[src/hdl/sas_pkg.sv]
// constants shared by the converter sequencer files
// assumes a 200 MHz system clock and a plain strobe register port
package sas_pkg;
    // register offsets (16-bit registers, one per address)
    localparam logic [3:0] REG_CTRL_ONE    = 4'h0;
    localparam logic [3:0] REG_CTRL_TWO    = 4'h1;
    localparam logic [3:0] REG_CTRL_THREE  = 4'h2;
    localparam logic [3:0] REG_SCAN_LOW    = 4'h3;
    localparam logic [3:0] REG_PIN_CFG     = 4'h4;
    localparam logic [3:0] REG_STATUS      = 4'h5;
    localparam logic [3:0] REG_RESULT_BASE = 4'h8;
    // control one field positions
    localparam int BIT_ON       = 15;
    localparam int BIT_IDLE     = 13;
    localparam int BIT_RES      = 10;
    localparam int BIT_FORM     = 8;
    localparam int BIT_TRIG     = 5;
    localparam int BIT_SIM      = 3;
    localparam int BIT_AUTO     = 2;
    localparam int BIT_SAMPLE_ACTIVE     = 1;
    localparam int BIT_DONE     = 0;
    // control two field positions
    localparam int BIT_SCAN     = 10;
    localparam int BIT_CHPS     = 8;
    localparam int BIT_SMPI     = 2;
    // control three field positions
    localparam int BIT_RC       = 15;
    localparam int BIT_SAMC     = 8;
    // write masks: implemented bits only
    localparam logic [15:0] MASK_CTRL_ONE   = 16'hA7EF;
    localparam logic [15:0] MASK_CTRL_TWO   = 16'h073C;
    localparam logic [15:0] MASK_CTRL_THREE = 16'h9FFF;
    localparam logic [15:0] RESET_VALUE     = 16'h0000;
    // trigger codes
    localparam logic [2:0] TRIG_SOFT  = 3'h0;
    localparam logic [2:0] TRIG_PIN   = 3'h1;
    localparam logic [2:0] TRIG_TIMER = 3'h2;
    localparam logic [2:0] TRIG_PWM1  = 3'h3;
    localparam logic [2:0] TRIG_PWM2  = 3'h5;
    localparam logic [2:0] TRIG_AUTO  = 3'h7;
    // number of analog inputs and result slots
    localparam int NUM_INPUTS = 9;
    localparam int NUM_SLOTS  = 16;
    // conversion length in conversion clock periods
    localparam logic [3:0] CONV_TAD_10 = 4'hC;
    localparam logic [3:0] CONV_TAD_12 = 4'hE;
    // internal rc period as system cycles
    localparam int RC_PERIOD_NS = 250;
    localparam int CLK_PERIOD_NS = 5;
    localparam logic [7:0] RC_DIV = 8'((RC_PERIOD_NS + CLK_PERIOD_NS - 1) / CLK_PERIOD_NS - 1);
    typedef enum logic [1:0] {ST_OFF, ST_SAMPLE, ST_CONVERT, ST_HOLD} sas_state_type;
endpackage

[src/hdl/sas_format.sv]
// result formatting for the converter sequencer
// pure combinational, raw result right aligned in 12 bits
`timescale 1ns/1ps
module sas_format (
    input  wire logic        twelve,
    input  wire logic [1:0]  form,
    input  wire logic [11:0] raw,
    output logic [15:0]      dout
);
    logic [9:0]  d10;
    logic        s10;
    logic        s12;
    assign d10 = raw[9:0];
    assign s10 = ~raw[9];
    assign s12 = ~raw[11];
    // four forms per resolution, sign is inverted msb
    always_comb begin
        dout = 16'h0000;
        if (twelve) begin
            case (form)
                2'b00: dout = {4'h0, raw};
                2'b01: dout = {{5{s12}}, raw[10:0]};
                2'b10: dout = {raw, 4'h0};
                default: dout = {s12, raw[10:0], 4'h0};
            endcase
        end else begin
            case (form)
                2'b00: dout = {6'h00, d10};
                2'b01: dout = {{7{s10}}, d10[8:0]};
                2'b10: dout = {d10, 6'h00};
                default: dout = {s10, d10[8:0], 6'h00};
            endcase
        end
    end
endmodule

[src/hdl/sas_sequencer.sv]
// sample and convert sequencer for a successive approximation converter
// assumes the analog front end returns a 12-bit result at the end of conversion
// and that trigger inputs are single pulses from other clock domains or pins
`timescale 1ns/1ps
module sas_sequencer
    import sas_pkg::*;
(
    input  wire logic        CLK,
    input  wire logic        ARST_N,
    input  wire logic [3:0]  ADDR,
    input  wire logic [15:0] WDATA,
    input  wire logic        WR,
    input  wire logic        RD,
    output logic [15:0]      RDATA,
    input  wire logic        IDLE_MODE,
    input  wire logic        TRIG_PIN_IN,
    input  wire logic        TRIG_TIMER_IN,
    input  wire logic        TRIG_PWM1_IN,
    input  wire logic        TRIG_PWM2_IN,
    input  wire logic [11:0] CONV_RESULT,
    input  wire logic [8:0]  OTHER_PIN_CFG,
    output logic             SAMPLING,
    output logic [1:0]       HOLD_CHANNEL,
    output logic [3:0]       INPUT_SELECT,
    output logic             CONVERT_START,
    output logic             IRQ_FLAG,
    output logic [8:0]       DIGITAL_ENABLE
);
    import sas_pkg::*;
    // ==========================================
    // registers
    logic [15:0] ctrl_one, ctrl_two, ctrl_three, scan_list, pin_cfg;
    logic [15:0] slot [NUM_SLOTS];
    logic [3:0]  wr_ptr;
    logic [3:0]  seq_count;
    logic [3:0]  scan_idx;
    logic [1:0]  chan;
    logic [7:0]  div_cnt;
    logic        conversion_clock_period;
    logic [4:0]  sample_active_cnt;
    logic [3:0]  conv_cnt;
    logic [15:0] formatted;
    sas_state_type state;
    logic        twelve, running, trig_hit, conv_end, set_done, set_irq;
    logic [1:0]  last_chan;
    logic [2:0]  p0, p1, p2, p3;
    logic        e0, e1, e2, e3;

    assign twelve  = ctrl_one[BIT_RES];
    // off bit stops the sequencer but not the conversion clock divider, idle halt returns to off and resets the sequence in idle
    assign running = ctrl_one[BIT_ON] && !(ctrl_one[BIT_IDLE] && IDLE_MODE);
    // channels per sequence; count field ignored in 12-bit
    assign last_chan = twelve ? 2'd0 : (ctrl_two[BIT_CHPS+1] ? 2'd3 :
                       (ctrl_two[BIT_CHPS] ? 2'd1 : 2'd0));

    // ==========================================
    // trigger synchronisers, a rise counts when stage two is high and stage three still low
    function automatic logic rise(input logic [2:0] p);
        rise = p[1] & ~p[2];
    endfunction
    always_ff @(posedge CLK or negedge ARST_N) begin
        if (!ARST_N) begin
            p0 <= 3'h0; p1 <= 3'h0; p2 <= 3'h0; p3 <= 3'h0;
        end else begin
            p0 <= {p0[1:0], TRIG_PIN_IN};
            p1 <= {p1[1:0], TRIG_TIMER_IN};
            p2 <= {p2[1:0], TRIG_PWM1_IN};
            p3 <= {p3[1:0], TRIG_PWM2_IN};
        end
    end
    assign e0 = rise(p0);
    assign e1 = rise(p1);
    assign e2 = rise(p2);
    assign e3 = rise(p3);

    // ==========================================
    // conversion clock enable: divider or fixed rc rate
    always_ff @(posedge CLK or negedge ARST_N) begin
        if (!ARST_N) begin
            div_cnt <= 8'h00;
            conversion_clock_period <= 1'b0;
        end else if (div_cnt >= (ctrl_three[BIT_RC] ? RC_DIV : ctrl_three[7:0])) begin
            div_cnt <= 8'h00;
            conversion_clock_period <= 1'b1;
        end else begin
            div_cnt <= div_cnt + 8'h01;
            conversion_clock_period <= 1'b0;
        end
    end

    // trigger source decode, reserved codes never fire
    always_comb begin
        case (ctrl_one[BIT_TRIG+:3])
            TRIG_PIN:   trig_hit = e0;
            TRIG_TIMER: trig_hit = e1;
            TRIG_PWM1:  trig_hit = e2;
            TRIG_PWM2:  trig_hit = e3;
            TRIG_AUTO:  trig_hit = conversion_clock_period && sample_active_cnt >= ctrl_three[BIT_SAMC+:5];
            default:    trig_hit = 1'b0;
        endcase
    end

    assign conv_end = state == ST_CONVERT && conversion_clock_period &&
                      conv_cnt == (twelve ? CONV_TAD_12 : CONV_TAD_10);
    // done set at the end of every channel's conversion
    assign set_done = conv_end;
    // flag on the (n+1)th sequence, same cycle as done
    assign set_irq  = conv_end && chan == last_chan &&
                      seq_count == ctrl_two[BIT_SMPI+:4];

    // ==========================================
    // sequencer state machine
    always_ff @(posedge CLK or negedge ARST_N) begin
        if (!ARST_N) begin
            state <= ST_OFF;
            sample_active_cnt <= 5'h00;
            conv_cnt <= 4'h0;
            chan <= 2'd0;
        end else if (!running) begin
            state <= ST_OFF;
            chan <= 2'd0;
        end else begin
            case (state)
                ST_OFF: state <= ST_HOLD;
                ST_HOLD: begin
                    sample_active_cnt <= 5'h00;
                    if (ctrl_one[BIT_SAMPLE_ACTIVE]) state <= ST_SAMPLE;
                end
                ST_SAMPLE: begin
                    if (conversion_clock_period && sample_active_cnt != 5'h1F) sample_active_cnt <= sample_active_cnt + 5'h01;
                    // software clear or selected trigger ends sampling
                    if (!ctrl_one[BIT_SAMPLE_ACTIVE] || trig_hit) begin
                        state <= ST_CONVERT;
                        conv_cnt <= 4'h0;
                    end
                end
                default: begin
                    if (conversion_clock_period) conv_cnt <= conv_cnt + 4'h1;
                    if (conv_end) begin
                        // sequential channels convert one after another
                        if (chan != last_chan) begin
                            chan <= chan + 2'd1;
                            conv_cnt <= 4'h0;
                        end else begin
                            chan <= 2'd0;
                            state <= ST_HOLD;
                        end
                    end
                end
            endcase
        end
    end

    // ==========================================
    // sequence counter, scan index and write pointer
    always_ff @(posedge CLK or negedge ARST_N) begin
        if (!ARST_N) begin
            seq_count <= 4'h0;
            wr_ptr <= 4'h0;
            scan_idx <= 4'h0;
        end else if (!running) begin
            seq_count <= 4'h0;
            wr_ptr <= 4'h0;
            scan_idx <= 4'h0;
        end else if (conv_end) begin
            if (set_irq) begin
                seq_count <= 4'h0;
                wr_ptr <= 4'h0;
                scan_idx <= 4'h0;
            end else begin
                wr_ptr <= wr_ptr + 4'h1;
                if (chan == last_chan) begin
                    seq_count <= seq_count + 4'h1;
                    if (ctrl_two[BIT_SCAN]) scan_idx <= scan_idx + 4'h1;
                end
            end
        end
    end

    // input number for the current channel: scan list or channel index
    function automatic logic [3:0] scan_pick(input logic [15:0] list, input logic [3:0] idx);
        logic [3:0] k;
        logic [3:0] found;
        found = 4'h0;
        k = 4'h0;
        for (int i = 0; i < NUM_INPUTS; i++) begin
            if (list[i]) begin
                if (k == idx) found = 4'(i);
                k = k + 4'h1;
            end
        end
        scan_pick = found;
    endfunction

    sas_format u_format (
        .twelve (twelve),
        .form   (ctrl_one[BIT_FORM+:2]),
        .raw    (CONV_RESULT),
        .dout   (formatted)
    );

    // result slots, index from pointer only
    always_ff @(posedge CLK) begin
        if (conv_end) slot[wr_ptr] <= formatted;
    end

    // ==========================================
    // register writes and hardware flags
    always_ff @(posedge CLK or negedge ARST_N) begin
        if (!ARST_N) begin
            ctrl_one <= RESET_VALUE;
            ctrl_two <= RESET_VALUE;
            ctrl_three <= RESET_VALUE;
            scan_list <= RESET_VALUE;
            pin_cfg <= RESET_VALUE;
            IRQ_FLAG <= 1'b0;
        end else begin
            if (WR && ADDR == REG_CTRL_ONE) begin
                // done is clear only; hardware bits merged below
                ctrl_one <= (WDATA & MASK_CTRL_ONE & ~16'h0001) |
                            (ctrl_one & 16'h0001 & WDATA);
                // resolution held while on, so software must switch off first
                if (ctrl_one[BIT_ON]) ctrl_one[BIT_RES] <= ctrl_one[BIT_RES];
                // simultaneous bit not implemented in 12-bit
                // use the resolution that will stand, since a held bit can differ from WDATA
                if (ctrl_one[BIT_ON] ? ctrl_one[BIT_RES] : WDATA[BIT_RES])
                    ctrl_one[BIT_SIM] <= 1'b0;
            end else if (WR && ADDR == REG_CTRL_TWO) begin
                ctrl_two <= WDATA & MASK_CTRL_TWO;
            end else if (WR && ADDR == REG_CTRL_THREE) begin
                ctrl_three <= WDATA & MASK_CTRL_THREE;
            end else if (WR && ADDR == REG_SCAN_LOW) begin
                scan_list <= {7'h00, WDATA[8:0]};
            end else if (WR && ADDR == REG_PIN_CFG) begin
                pin_cfg <= {7'h00, WDATA[8:0]};
            end
            // done cleared at conversion start, set at end; set wins
            if (state == ST_SAMPLE && running && (!ctrl_one[BIT_SAMPLE_ACTIVE] || trig_hit))
                ctrl_one[BIT_DONE] <= 1'b0;
            if (set_done) ctrl_one[BIT_DONE] <= 1'b1;
            // hardware clears sample on trigger, auto sample re-arms
            if (state == ST_SAMPLE && running && trig_hit && ctrl_one[BIT_TRIG+:3] != TRIG_SOFT)
                ctrl_one[BIT_SAMPLE_ACTIVE] <= 1'b0;
            if (state == ST_HOLD && ctrl_one[BIT_AUTO] && running)
                ctrl_one[BIT_SAMPLE_ACTIVE] <= 1'b1;
            // interrupt flag clear via status write, set wins
            if (WR && ADDR == REG_STATUS && WDATA[0]) IRQ_FLAG <= 1'b0;
            if (set_irq) IRQ_FLAG <= 1'b1;
        end
    end

    // ==========================================
    // outputs to the analog front end, all registered
    always_ff @(posedge CLK or negedge ARST_N) begin
        if (!ARST_N) begin
            SAMPLING <= 1'b0;
            HOLD_CHANNEL <= 2'd0;
            INPUT_SELECT <= 4'h0;
            CONVERT_START <= 1'b0;
            DIGITAL_ENABLE <= 9'h000;
        end else begin
            SAMPLING <= state == ST_SAMPLE;
            // simultaneous mode converts channels held together
            HOLD_CHANNEL <= (ctrl_one[BIT_SIM] && !twelve) ? last_chan : chan;
            INPUT_SELECT <= ctrl_two[BIT_SCAN] ? scan_pick(scan_list, scan_idx)
                                               : {2'b00, chan};
            CONVERT_START <= state == ST_SAMPLE && running &&
                             (!ctrl_one[BIT_SAMPLE_ACTIVE] || trig_hit);
            // digital only when both converters release the pin
            DIGITAL_ENABLE <= pin_cfg[8:0] & OTHER_PIN_CFG;
        end
    end

    // read data, one cycle after the strobe
    always_ff @(posedge CLK or negedge ARST_N) begin
        if (!ARST_N) begin
            RDATA <= 16'h0000;
        end else if (!RD) begin
            RDATA <= 16'h0000;
        end else if (ADDR == REG_CTRL_ONE) begin
            RDATA <= ctrl_one;
        end else if (ADDR == REG_CTRL_TWO) begin
            RDATA <= twelve ? (ctrl_two & ~16'h0300) : ctrl_two;
        end else if (ADDR == REG_CTRL_THREE) begin
            RDATA <= ctrl_three;
        end else if (ADDR == REG_SCAN_LOW) begin
            RDATA <= scan_list;
        end else if (ADDR == REG_PIN_CFG) begin
            RDATA <= pin_cfg;
        end else if (ADDR == REG_STATUS) begin
            RDATA <= {11'h000, wr_ptr, IRQ_FLAG};
        end else if (ADDR >= REG_RESULT_BASE) begin
            RDATA <= slot[{1'b0, ADDR[2:0]} + (wr_ptr & 4'h8)];
        end else begin
            RDATA <= 16'h0000;
        end
    end

    // ==========================================
    // checks
    done_rises_a: assert property (@(posedge CLK) disable iff (!ARST_N)
        conv_end |=> ctrl_one[BIT_DONE]) else $error("done not set at conversion end");
    irq_with_done_a: assert property (@(posedge CLK) disable iff (!ARST_N)
        $rose(IRQ_FLAG) |-> $rose(ctrl_one[BIT_DONE]) || ctrl_one[BIT_DONE])
        else $error("irq flag without done");
    off_stops_a: assert property (@(posedge CLK) disable iff (!ARST_N)
        !ctrl_one[BIT_ON] |=> state == ST_OFF) else $error("running while off");
    idle_halt_a: assert property (@(posedge CLK) disable iff (!ARST_N)
        ctrl_one[BIT_IDLE] && IDLE_MODE |=> !SAMPLING || !running)
        else $error("running in idle");
    sim_zero_a: assert property (@(posedge CLK) disable iff (!ARST_N)
        twelve |-> !ctrl_one[BIT_SIM] || $past(WR)) else $error("simultaneous bit in 12-bit");
    ptr_wrap_a: assert property (@(posedge CLK) disable iff (!ARST_N)
        set_irq |=> wr_ptr == 4'h0) else $error("pointer not wrapped");
    seq_bound_a: assert property (@(posedge CLK) disable iff (!ARST_N)
        seq_count <= ctrl_two[BIT_SMPI+:4] || $past(WR)) else $error("sequence count overrun");
    dig_en_a: assert property (@(posedge CLK) disable iff (!ARST_N)
        ##1 DIGITAL_ENABLE == ($past(pin_cfg[8:0]) & $past(OTHER_PIN_CFG)))
        else $error("digital enable mismatch");
endmodule

[config.mk]
export PLATFORM = sky130hd
export DESIGN_NAME = sas_sequencer
export DESIGN_NICKNAME = d
export VERILOG_FILES = /design/src/hdl/sas_pkg.sv /design/src/hdl/sas_format.sv /design/src/hdl/sas_sequencer.sv
export SDC_FILE = /design/constraint.sdc
export NUM_CORES = 1
export LEC_CHECK = 0
export BUFFER_PORTS_ARGS = -buffer_cell sky130_fd_sc_hd__buf_2
export CAP_MARGIN = 0
export CORE_ASPECT_RATIO = 0.75
export CORE_MARGIN = 2
export CORE_UTILIZATION = 40
export DETAILED_ROUTE_END_ITERATION = 8
export GPL_TIMING_DRIVEN = 0
export SYNTH_ARGS = -nofsm -noshare
export SYNTH_HDL_FRONTEND = slang
export SYNTH_SLANG_ARGS = --single-unit
[constraint.sdc]
create_clock -name CLK -period 4.6 [get_ports CLK]
set_input_delay 0.46 -clock CLK [delete_from_list [all_inputs] [get_ports CLK]]
set_output_delay 0.46 -clock CLK [all_outputs]
set_load 0.005 [all_outputs]
==> impl_metrics.tcl <==
set metrics [dict create \
    hold_viol 0 \
    cts_tree "done" \
    vias 10380 \
    yosysSeqAreaShare_pct 63.8 \
    synth_flop_cell "edfxtp_1" \
    critPathSlowestCell "dfrtp_1" \
    ios 84 \
    grt_overflow 0 \
    crit_type "reg -> reg" \
    power_density_nw_per_um2 498 \
    postRouteAntennaNets 0 \
    placed_area_um2 18800 \
    ys_ff_latch 387 \
    clockRootBuffer "clkbuf_16" \
    maxSlewHeadroom_pct 17.4 \
    finClkSkew_ns 0.0148 \
    dp_hpwl_um 31400 \
    dp_slack_ns -0.441 \
    cp_max_fo 4 \
    cts_buffer_depth 3 \
    synth_edf_count 256 \
    die-width_um 243 \
    synth_top_area_cell "edfxtp_1" \
    drive_above_1_share_pct 28.7 \
    die_area_um2 44700 \
    synthCells 1121 \
    critPathArrivalTime_ns 4.81 \
    synth-async-reset-ratio_pct 33.9 \
    reg2regPathDepth 23 \
    clk_latency_ns 0.54 \
    row_count 65 \
    core_um2 42200 \
    ir_drop_uv 264 \
    n_antenna_cell 0 \
    h-tree-depth 2 \
    grt_pass1_wl_um 65600 \
    hp-class "in -> reg" \
    nNetsFinal 1368 \
    die_h_um 184 \
    cp-start-kind "flip-flop" \
    gp_congestion 0.894 \
    cap_viol_max_count 0 \
    yosysTopAreaCellShare_pct 44.7 \
    cts-buffers-inserted 41 \
    drt-pass1-iter-count 5 \
    path_cells "inv_2, ha_4, buf_6, xor2_4, ha_4, nand2_4, o31ai_4, ha_4, o22ai_4, nor2_2, ha_1, nand2_2, o31ai_4, ha_1, nand2b_4, o21a_1, ha_1, mux2_2, o31ai_2, xor2_1, and3_4, and3_4, a311oi_2" \
    ys_types 69 \
    drcViolationCount 0 \
    setup_violations 0 \
    dr.first_iter.drc_count 1005 \
    routed_wl_um 44300 \
    power_leakage_nw 7.68 \
    min_delay_path_depth 1 \
    start_util_pct 40.7 \
    fin_crit_sh_pct 95.8 \
    fmax_mhz 227 \
    end_kind "flip-flop" \
    syn_to_final_growth_pct 18.6 \
    status "complete, no violations" \
    netlist_area_um2 17200 \
    grt_pass1_vias 9970 \
    finalWorstSetupSlack_ns 0.191 \
    slew_viol_final 0 \
    syn_nets 1206 \
    p_total_mw 10.2 \
    worstPathRequired_ns 5.00 \
    final_area_um2 20400 \
    fin_tns_setup_ns 0 \
    viasPerCell 5.52 \
    antenna_found_initial 0 \
    final_util_pct 48.3 \
    worst_slew_pin_slew_ns 1.24 \
    synth_area_per_cell_um2 15.3 \
    clk_pin_slew_ns 0.06 \
    grt_max_degree 80 \
    ys_warn_count 0 \
    period_needed_ns 4.41 \
    yosys-top-cells-area "edfxtp_1 45%, dfrtp_1 19%, mux4_2 11%, mux2_2 3.3%, ha_1 2.5%" \
    port_buffers 81 \
    cpPeakStageDelay_ns 0.42 \
    grt.total_usage_pct 19.9 \
    clock-sinks 387 \
    wire_per_inst_um 23.5 \
]
## cells by family (layout without fill, tap and decap cells)
group,Yosys count,count (layout),share of synthesized area [%]
multiplexers,153,153,15.2
AO/OA/AOI/OAI,150,150,5.66
flip-flops,387,387,63.8
buffers and inverters,80,272,2.07
XOR/XNOR,51,51,3.06
AND/OR/NAND/NOR,265,265,7.71
adder cells (fa/ha/maj),35,35,2.55
## critical path: cells and delay by family, from the launching register on
kind	cells	cell delay, ns
adders and majority gates	6	1.65
and+or+nand+nor	6	0.79
AOI/OAI and AO/OA	6	0.58
DFF	1	0.42
xor gates and xnor gates	2	0.37
muxes	1	0.27
buffers and inverters	2	0.20
## sequential cells by signal, summed over array words and instances, names as in the netlist, 7 cells and up
register,flops
pin_cfg,9
ctrl_two,7
div_cnt,8
slot,256
DIGITAL_ENABLE,9
RDATA,16
ctrl_one,12
scan_list,9
ctrl_three,14
## synth_stat cells, types with 19 or more instances
| cell | instances |
|---|---|
| mux4_2 | 81 |
| inv_1 | 22 |
| mux2i_1 | 22 |
| o21ai_0 | 32 |
| nand2b_1 | 19 |
| a21oi_1 | 33 |
| xor2_1 | 27 |
| nand2_1 | 73 |
| ha_1 | 35 |
| edfxtp_1 | 256 |
| dfrtp_1 | 131 |
| clkbuf_1 | 29 |
| nor2_1 | 68 |
| mux2_2 | 50 |
## layout make-up
cell class	instances	area, µm²
clock inverters	23	310
repair buffers	119	923
inverters	22	82.6
fillers	3580	21800
plain buffers	58	274
clock buffers	50	1060
well taps	569	712
flip-flops and latches	387	11000
multi-input cells	654	6070
## routing by layer
layer | up-vias | GRT usage, % | wire length, µm
li1 | 4616 | - | -
met1 | 5331 | 30.2 | 20600
met2 | 373 | 29.8 | 19700
met3 | 60 | 3.69 | 3240
met4 | 0 | 4.86 | 799
met5 | - | 0 | 0
## metrics by stage
step / cells / hold slack, ns
finish: 1882 / 0.0314
global route: 1882 / 0.0146
CTS: 1878 / 0.00305
detailed placement: 1795 / 0.336
global placement: 1771 / 0.332
floorplan: 1121 / 0.164
## what timing repair did
action,CTS,global route
setup buffers,9,5
setup endpoints to repair,4,4
endpoints found under the hold margin,52,0
resized for setup,19,7
cloned,0,0
hold buffers,1,0
pin swaps,4,8
## power breakdown
group / internal [mW] / switching, mW
logic: 1.09 / 1.33
clock network: 2.08 / 1.33
registers: 4.09 / 0.243
## final timing paths
kind	from	to	slack (ns)
worst max-delay path	scan_list[0]	INPUT_SELECT[0]	0.19
worst min-delay path	TRIG_PWM1_IN	p2[0]	0.03
worst max register to register	scan_list[0]	INPUT_SELECT[0]	0.19
worst min register to register	p2[0]	p2[1]	0.35
max in group asynchronous	ARST_N	RDATA[8]	3.34
min in group asynchronous	ARST_N	SAMPLING	0.45
## placed cells by master (no fill, tap or decap), types with 13 or more instances in the layout
cell	instances
ha_1	31
buf_4	21
nand3_1	16
clkbuf_16	41
edfxtp_1	256
nor2_2	13
nand2_1	71
dfrtp_1	131
o21ai_0	28
mux2_2	50
xor2_1	26
inv_1	20
clkbuf_1	38
mux2i_1	22
buf_2	94
a21oi_1	33
and2_1	15
nor2_1	53
nand2b_1	18
xnor2_1	18
mux4_2	81
(Power assumes the default switching activity.)
